File: config.mk
export PLATFORM = sky130hd
export DESIGN_NAME = amc_analog_control
export DESIGN_NICKNAME = d
export VERILOG_FILES = /design/src/amc_pkg.sv /design/src/amc_apb_slave.sv /design/src/amc_switch_drive.sv /design/src/amc_analog_control.sv
export SDC_FILE = /design/constraint.sdc
export NUM_CORES = 1
export LEC_CHECK = 0
export ABC_AREA = 1
export BUFFER_PORTS_ARGS = -buffer_cell sky130_fd_sc_hd__buf_2
export CAP_MARGIN = 10
export CORE_MARGIN = 5
export CORE_UTILIZATION = 45
export CTS_BUF_LIST = sky130_fd_sc_hd__clkbuf_4 sky130_fd_sc_hd__clkbuf_8 sky130_fd_sc_hd__clkbuf_16
export DETAILED_ROUTE_END_ITERATION = 12
export GPL_ROUTABILITY_DRIVEN = 0
export PLACE_DENSITY = 0.77
export SYNTH_ARGS = -nofsm -noshare
export SYNTH_HDL_FRONTEND = slang
export SYNTH_HIERARCHICAL = 1
export SYNTH_SLANG_ARGS = --single-unit
File: constraint.sdc
create_clock -name mclk -period 2.7 [get_ports mclk]
set_input_delay 0.27 -clock mclk [delete_from_list [all_inputs] [get_ports mclk]]
set_output_delay 0.27 -clock mclk [all_outputs]
set_load 0.05 [all_outputs]
File: src/amc_pkg.sv
// Register map, field positions and reset values of the analog switch control
package amc_pkg;

  // Register indexes; byte address is four times the index
  localparam logic [7:0] SWITCH_CTRL_IDX  = 8'h03;
  localparam logic [7:0] ANALOG_CTRL_IDX  = 8'h1e;
  localparam logic [7:0] ANALOG_STAT_IDX  = 8'h1d;

  // Analog switch control register fields
  localparam int CHAN_SEL_LSB   = 0;
  localparam int CHAN_SEL_W     = 4;
  localparam int IDLE_LEVEL_BIT = 5;
  localparam int DIVIDED_BIT    = 6;
  localparam int DIRECT_BIT     = 7;

  // Analog control register fields
  localparam int CUR_EN_BIT     = 0;
  localparam int CHARGE_BIT     = 1;
  localparam int MODE1_BIT      = 2;
  localparam int MODE2_BIT      = 3;

  // Analog status register fields
  localparam int CAP_OFFSET_BIT = 0;
  localparam int CHARGE_NOW_BIT = 1;
  localparam int ANY_CHAN_BIT   = 2;

  // Reset values
  localparam logic [7:0] SWITCH_CTRL_RST = 8'h00;
  localparam logic [7:0] ANALOG_CTRL_RST = 8'h00;
  localparam logic [7:0] ANALOG_STAT_RST = 8'h00;

  // Writable bits of each register
  localparam logic [7:0] SWITCH_CTRL_MASK = 8'hef;
  localparam logic [7:0] ANALOG_CTRL_MASK = 8'h0f;
  localparam logic [7:0] ANALOG_STAT_MASK = 8'h01;

  // True when any channel select bit is set
  function automatic logic any_chan(input logic [CHAN_SEL_W-1:0] sel);
    any_chan = |sel;
  endfunction : any_chan

endpackage : amc_pkg

File: src/amc_apb_slave.sv
// APB slave front end with one wait-free access phase and registered read data
`timescale 1ns/1ps
`default_nettype none

module amc_apb_slave (
  // Clock and reset
  input  wire logic        mclk,
  input  wire logic        rst,
  // APB
  input  wire logic        psel,
  input  wire logic        penable,
  input  wire logic        pwrite,
  input  wire logic [7:0]  paddr,
  input  wire logic [31:0] pwdata,
  output logic      [31:0] prdata,
  output logic             pready,
  output logic             pslverr,
  // Register side
  input  wire logic [7:0]  switchCtrl,
  input  wire logic [7:0]  analogCtrl,
  input  wire logic [7:0]  analogStat,
  output logic             wrStb,
  output logic      [7:0]  wrIdx,
  output logic      [7:0]  wrData
);

  logic [31:0] next_prdata;
  logic        next_pready;
  logic        next_pslverr;
  logic [7:0]  idx;
  logic        hit;

  ////////////////////////////////////////////////////////////////////////////
  // Decode during setup, answer in the first access cycle
  always_comb begin
    idx          = {2'b00, paddr[7:2]};
    hit          = (paddr[1:0] == 2'b00) &&
                   (idx == amc_pkg::SWITCH_CTRL_IDX ||
                    idx == amc_pkg::ANALOG_CTRL_IDX ||
                    idx == amc_pkg::ANALOG_STAT_IDX);
    next_pready  = psel && !penable;
    next_pslverr = psel && !penable && !hit;
    next_prdata  = 32'h0000_0000;
    // Refused addresses read as zero, even when the index alone would match
    if (psel && !penable && !pwrite && hit) begin
      case (idx)
        amc_pkg::SWITCH_CTRL_IDX: next_prdata = {24'h00_0000, switchCtrl};
        amc_pkg::ANALOG_CTRL_IDX: next_prdata = {24'h00_0000, analogCtrl};
        amc_pkg::ANALOG_STAT_IDX: next_prdata = {24'h00_0000, analogStat};
        default:                  next_prdata = 32'h0000_0000;
      endcase
    end
  end

  // Answer registers
  always_ff @(posedge mclk or posedge rst) begin
    if (rst) begin
      pready  <= 1'b0;
      pslverr <= 1'b0;
      prdata  <= 32'h0000_0000;
    end else begin
      pready  <= next_pready;
      pslverr <= next_pslverr;
      prdata  <= next_prdata;
    end
  end

  // Write strobe at the completing edge; refused writes never strobe
  assign wrStb  = psel && penable && pready && pwrite && !pslverr;
  assign wrIdx  = {2'b00, paddr[7:2]};
  assign wrData = pwdata[7:0];

endmodule : amc_apb_slave

`default_nettype wire

File: src/amc_switch_drive.sv
// Registered drivers of the analog switches and current steering
`timescale 1ns/1ps
`default_nettype none

module amc_switch_drive (
  // Clock and reset
  input  wire logic       mclk,
  input  wire logic       rst,
  // Control values
  input  wire logic [7:0] switchCtrl,
  input  wire logic       curEnable,
  input  wire logic       chargeNow,
  input  wire logic       capOffset,
  // Switch drivers
  output logic      [3:0] chanSwitch,
  output logic            idleSupplyTie,
  output logic            idleGroundTie,
  output logic            directPath,
  output logic            dividedPath,
  output logic            tempDiodePath,
  output logic            dummyCompMux,
  output logic            capOffsetRef,
  output logic            currentSourceOn,
  output logic            currentToPin,
  output logic            currentToGround,
  output logic            dischargeOn
);

  logic [3:0] next_chanSwitch;
  logic       next_idleSupplyTie, next_idleGroundTie;
  logic       next_directPath, next_dividedPath, next_tempDiodePath;
  logic       next_dummyCompMux, next_capOffsetRef;
  logic       next_currentSourceOn, next_currentToPin;
  logic       next_currentToGround, next_dischargeOn;
  logic       anyChan, dir, div;

  ////////////////////////////////////////////////////////////////////////////
  // Switch decode
  always_comb begin
    anyChan = amc_pkg::any_chan(switchCtrl[amc_pkg::CHAN_SEL_LSB +: amc_pkg::CHAN_SEL_W]);
    dir     = switchCtrl[amc_pkg::DIRECT_BIT];
    div     = switchCtrl[amc_pkg::DIVIDED_BIT];
    // Independent channel switches
    // Applied without sequencing
    next_chanSwitch      = switchCtrl[amc_pkg::CHAN_SEL_LSB +: amc_pkg::CHAN_SEL_W];
    // Idle level tie
    // Opened by any channel
    next_idleSupplyTie   = !anyChan && switchCtrl[amc_pkg::IDLE_LEVEL_BIT];
    next_idleGroundTie   = !anyChan && !switchCtrl[amc_pkg::IDLE_LEVEL_BIT];
    // No source when clear
    // Direct path
    next_directPath      = dir && !div;
    // Divided path
    next_dividedPath     = div && !dir;
    // Temperature diode
    next_tempDiodePath   = dir && div;
    // Dummy compensation mux
    next_dummyCompMux    = div && !dir;
    // Capacitor reference end
    next_capOffsetRef    = capOffset;
    // Source kept running
    // Off with enable clear
    next_currentSourceOn = curEnable;
    next_currentToPin    = curEnable && chargeNow;
    next_currentToGround = curEnable && !chargeNow;
    // Sink through discharge device
    next_dischargeOn     = curEnable && !chargeNow;
  end

  // Driver registers
  always_ff @(posedge mclk or posedge rst) begin
    if (rst) begin
      chanSwitch      <= 4'h0;
      idleSupplyTie   <= 1'b0;
      idleGroundTie   <= 1'b1;
      directPath      <= 1'b0;
      dividedPath     <= 1'b0;
      tempDiodePath   <= 1'b0;
      dummyCompMux    <= 1'b0;
      capOffsetRef    <= 1'b0;
      currentSourceOn <= 1'b0;
      currentToPin    <= 1'b0;
      currentToGround <= 1'b0;
      dischargeOn     <= 1'b0;
    end else begin
      chanSwitch      <= next_chanSwitch;
      idleSupplyTie   <= next_idleSupplyTie;
      idleGroundTie   <= next_idleGroundTie;
      directPath      <= next_directPath;
      dividedPath     <= next_dividedPath;
      tempDiodePath   <= next_tempDiodePath;
      dummyCompMux    <= next_dummyCompMux;
      capOffsetRef    <= next_capOffsetRef;
      currentSourceOn <= next_currentSourceOn;
      currentToPin    <= next_currentToPin;
      currentToGround <= next_currentToGround;
      dischargeOn     <= next_dischargeOn;
    end
  end

endmodule : amc_switch_drive

`default_nettype wire

File: src/amc_analog_control.sv
// Top of the analog switch and current source control with its registers
`timescale 1ns/1ps
`default_nettype none

// Functional notes
// Each channel select bit closes its own pin switch; any combination allowed.
// No channel selected: channel bus tied to supply or ground by idle level bit.
// Any channel selected opens the supply or ground tie.
// Channel bit changes apply directly with no switch sequencing.
// Software should change only one channel bit per write.
// Channel switches stay tied to pins whatever the digital port setting.
// Direct bit alone connects comparator input bus straight to channel bus.
// Divided bit alone routes channel bus through the half divider.
// Both sample bits set select the temperature diode.
// Sample capacitor stays connected; its reference end follows offset select.
// Divided path also switches in the dummy compensation mux.
// Enabled source keeps running, steered to pin or to ground.
// Two conversion mode bits switch source and sink automatically.
// Switch control register decoded at its fixed index.
// Enable activates current function; charge select picks source or sink.
// Enable clear: source and discharge device both off.
// Enable, charge and mode bits live in the analog control register.
// Both sample bits clear: comparator input bus disconnected from every source.
module amc_analog_control (
  // Clock and reset
  input  wire logic        mclk,
  input  wire logic        rst,
  // APB
  input  wire logic        psel,
  input  wire logic        penable,
  input  wire logic        pwrite,
  input  wire logic [7:0]  paddr,
  input  wire logic [31:0] pwdata,
  output logic      [31:0] prdata,
  output logic             pready,
  output logic             pslverr,
  // Conversion event
  input  wire logic        compTrip,
  // Analog switch drivers
  output logic      [3:0]  chanSwitch,
  output logic             idleSupplyTie,
  output logic             idleGroundTie,
  output logic             directPath,
  output logic             dividedPath,
  output logic             tempDiodePath,
  output logic             dummyCompMux,
  output logic             capOffsetRef,
  // Current source drivers
  output logic             currentSourceOn,
  output logic             currentToPin,
  output logic             currentToGround,
  output logic             dischargeOn
);

  logic [7:0] switchCtrl, next_switchCtrl;
  logic [7:0] analogCtrl, next_analogCtrl;
  logic       capOffset, next_capOffset;
  logic       chargeNow, next_chargeNow;
  logic [7:0] analogStat;
  logic       wrStb;
  logic [7:0] wrIdx;
  logic [7:0] wrData;
  logic [1:0] convMode;
  logic       curEnable;

  ////////////////////////////////////////////////////////////////////////////
  // Bus front end
  amc_apb_slave u_bus (
    .mclk       (mclk),
    .rst        (rst),
    .psel       (psel),
    .penable    (penable),
    .pwrite     (pwrite),
    .paddr      (paddr),
    .pwdata     (pwdata),
    .prdata     (prdata),
    .pready     (pready),
    .pslverr    (pslverr),
    .switchCtrl (switchCtrl),
    .analogCtrl (analogCtrl),
    .analogStat (analogStat),
    .wrStb      (wrStb),
    .wrIdx      (wrIdx),
    .wrData     (wrData)
  );

  ////////////////////////////////////////////////////////////////////////////
  // Register writes and automatic charge direction
  always_comb begin
    next_switchCtrl = switchCtrl;
    next_analogCtrl = analogCtrl;
    next_capOffset  = capOffset;
    next_chargeNow  = chargeNow;
    curEnable       = analogCtrl[amc_pkg::CUR_EN_BIT];
    convMode        = {analogCtrl[amc_pkg::MODE2_BIT], analogCtrl[amc_pkg::MODE1_BIT]};
    // Trip driven source and sink switching
    if (curEnable && compTrip) begin
      case (convMode)
        2'b01:   next_chargeNow = 1'b0;
        2'b10:   next_chargeNow = 1'b1;
        2'b11:   next_chargeNow = !chargeNow;
        default: next_chargeNow = chargeNow;
      endcase
    end
    if (wrStb) begin
      case (wrIdx)
        // Switch control decode
        amc_pkg::SWITCH_CTRL_IDX:
          next_switchCtrl = wrData & amc_pkg::SWITCH_CTRL_MASK;
        // Analog control decode
        amc_pkg::ANALOG_CTRL_IDX: begin
          next_analogCtrl = wrData & amc_pkg::ANALOG_CTRL_MASK;
          next_chargeNow  = wrData[amc_pkg::CHARGE_BIT];
        end
        amc_pkg::ANALOG_STAT_IDX:
          next_capOffset = wrData[amc_pkg::CAP_OFFSET_BIT];
        default: next_switchCtrl = switchCtrl;
      endcase
    end
  end

  // Control registers
  always_ff @(posedge mclk or posedge rst) begin
    if (rst) begin
      switchCtrl <= amc_pkg::SWITCH_CTRL_RST;
      analogCtrl <= amc_pkg::ANALOG_CTRL_RST;
      capOffset  <= amc_pkg::ANALOG_STAT_RST[amc_pkg::CAP_OFFSET_BIT];
      chargeNow  <= amc_pkg::ANALOG_CTRL_RST[amc_pkg::CHARGE_BIT];
    end else begin
      switchCtrl <= next_switchCtrl;
      analogCtrl <= next_analogCtrl;
      capOffset  <= next_capOffset;
      chargeNow  <= next_chargeNow;
    end
  end

  // Status readback
  always_comb begin
    analogStat = 8'h00;
    analogStat[amc_pkg::CAP_OFFSET_BIT] = capOffset;
    analogStat[amc_pkg::CHARGE_NOW_BIT] = chargeNow;
    analogStat[amc_pkg::ANY_CHAN_BIT]   =
      amc_pkg::any_chan(switchCtrl[amc_pkg::CHAN_SEL_LSB +: amc_pkg::CHAN_SEL_W]);
  end

  ////////////////////////////////////////////////////////////////////////////
  // Switch drivers; no port direction input exists, so switches follow only the register
  // Pins always wired
  amc_switch_drive u_drive (
    .mclk            (mclk),
    .rst             (rst),
    .switchCtrl      (switchCtrl),
    .curEnable       (curEnable),
    .chargeNow       (chargeNow),
    .capOffset       (capOffset),
    .chanSwitch      (chanSwitch),
    .idleSupplyTie   (idleSupplyTie),
    .idleGroundTie   (idleGroundTie),
    .directPath      (directPath),
    .dividedPath     (dividedPath),
    .tempDiodePath   (tempDiodePath),
    .dummyCompMux    (dummyCompMux),
    .capOffsetRef    (capOffsetRef),
    .currentSourceOn (currentSourceOn),
    .currentToPin    (currentToPin),
    .currentToGround (currentToGround),
    .dischargeOn     (dischargeOn)
  );
endmodule : amc_analog_control

`default_nettype wire

==> reports/results.tsv <==
metric	value	unit
rows	24	
yosysWarnings	6	
syn_area	0.00207	mm^2
min_period	1730	ps
r2r_slack	970	ps
hp-start	penable	
drc	0	
timing.fmax	579	MHz
drv_cap	0	
worstHoldEndpoint	u_bus/pready$_DFF_PP0_	
cts_resized	0	
finalNetCount	347	
cts_buffers	5	
grt_start_max_net_pins	18	
syn_to_final_growth	9.20	%
hold_viol	0	
slew_viol_final	0	
p_per_area	481	mW/mm^2
path_common_cell	nand2_1	
start_util	46.9	%
fp.coreArea	0.00441	mm^2
path_cells	nand4_1, nor2_1, nand2_1, nor2_2, nand3_2, nand2_1, nand2_1	
hold_depth	2	
drt_iter0_drc	48	
grt_pass1_wl	6.17	mm
vias_per_cell	4.31	
die_y	77.8	um
setup-tns-final	0	ps
grt_pass1_vias	1410	
h-tree-depth	2	
postRouteAntennaNets	0	
worst_hold_path_type	input port to flop	
drive_gt1_share	23.8	%
via_count	1526	
critical_path.slowest_cell	nor2_1	
fin_area	0.00226	mm^2
overflow	0	
r2r-end	switchCtrl[3]$_DFFE_PP0P_	
antenna_found_initial	0	
worstSetupEndpointType	flop	
cp_max_fo	10	
clk-insertion-delay-late	290	ps
syn_avg_cell_area	8.05	um^2
cts_num_sinks	36	
root_buffer	clkbuf_8	
io_pins	95	
finalSetupViolCount	0	
fin_worst_skew	7.37	ps
clockBufferDepth	2	
status	completed	
synthCells	257	
tightest_slew	758	ps
diodes	0	
fp.dieW	77.8	um
routed_wl	3.71	mm
hpwl	2.98	mm
maxSlewHeadroom	49.3	%
final_core_util	51.2	%
worstPathRequired	2880	ps
place_area	0.00216	mm^2
rr_worst_depth	7	
min_period_over_period	64.0	%
wl_per_cell	10.5	um
cts_tree	done	
io_buffer_count	45	
clk_pin_slew_worst_paths	70	ps
critical_path_class	flop to flop	
slowest_delay	590	ps
dieArea	0.00605	mm^2
startpoint_type	flop	
cts_setup_buffers	0	
grt_use_total	12.7	%
power_leakage	0.00135	uW
rsz0062_at_grt	false	
firstDrtPassIters	4	
timing.rr.start	u_bus/pready$_DFF_PP0_	
crit_arrival	1910	ps
ir_drop	0.000178	V
-- timing repair --
| action | 4_1_cts | 5_1_grt |
|---|---|---|
| endpoints found under the setup margin | 0 | 0 |
| hold endpoints to repair | 10 | 0 |
| hold buffers | 1 | 0 |
-- routing by layer --
metal | share of wire [%] | track usage [%] | vias to the layer above
met5 | 0 | 0 | -
met4 | 1.6 | 4.81 | 0
met3 | 7.7 | 4.05 | 6
met2 | 50 | 22.0 | 47
met1 | 41 | 14.4 | 681
li1 | - | - | 792
-- final cells by class --
class / instances / area (um^2)
timing repair buffer: 46 / 235
multi-input combinational: 182 / 851
clock buffer: 6 / 82.6
clock inverter: 2 / 10.0
tap: 52 / 65.1
fill: 444 / 2160
inverter: 30 / 113
sequential: 36 / 902
-- registers in the layout, summed over array words and instances, names as in the netlist --
name                     flops
analogCtrl                   4
capOffset                    1
chargeNow                    1
switchCtrl                   7
u_bus/prdata                 8
u_bus/pready                 1
u_bus/pslverr                1
u_drive/capOffsetRef         1
u_drive/chanSwitch           4
u_drive/currentSourceOn      1
u_drive/currentToPin         1
u_drive/directPath           1
u_drive/dischargeOn          1
u_drive/dividedPath          1
u_drive/idleGroundTie        1
u_drive/idleSupplyTie        1
u_drive/tempDiodePath        1
-- power by group --
part / total (uW) / internal, uW / switching (uW)
Combinational: 156 / 23.6 / 132
Clock: 387 / 203 / 184
Sequential: 544 / 542 / 1.74
Total: 1090 / 769 / 318
-- stage by stage --
step                worst slack (ps)  hold WS [ps]  power, uW  instances
floorplan                       1190           110        723        291
global placement                 991           284        707        345
detailed placement               958           291        709        345
CTS                              959           140       1090        354
global route                     796           160       1130        354
finish                           973           151       1090        354
-- layout by cell type, fill, tap and decap left out --
cell / instances
nand2_1: 53
nor2_1: 45
buf_2: 45
conb_1: 36
dfrtp_1: 35
nand3_1: 29
inv_1: 28
clkbuf_8: 6
nor2_4: 5
nand2_2: 2
nand3_2: 2
nand2_4: 2
inv_2: 2
clkinv_2: 2
nor2_8: 1
nor2_2: 1
nand3b_1: 1
dlygate4sd3_1: 1
nand3b_4: 1
o21ai_2: 1
nand3_4: 1
a21oi_1: 1
nand4_1: 1
dfstp_2: 1
-- worst max path at each step --
| stage | from | endpoint | slack, ps | cells past startpoint |
|---|---|---|---|---|
| floorplan | u_bus/pready$_DFF_PP0_ | chargeNow$_DFF_PP0_ | 1190 | 8 |
| global placement | pwrite | switchCtrl[1]$_DFFE_PP0P_ | 990 | 8 |
| detailed placement | pwrite | switchCtrl[3]$_DFFE_PP0P_ | 960 | 8 |
| CTS | u_bus/pready$_DFF_PP0_ | switchCtrl[0]$_DFFE_PP0P_ | 960 | 7 |
| global route | u_bus/pready$_DFF_PP0_ | switchCtrl[3]$_DFFE_PP0P_ | 800 | 7 |
| finish | u_bus/pready$_DFF_PP0_ | switchCtrl[3]$_DFFE_PP0P_ | 970 | 7 |
-- critical path, delay by kind of cell (launching register included) --
family,cells,cell delay (ps)
flops,1,350
simple gates,7,1280
Power figures use the tool's default switching activity.
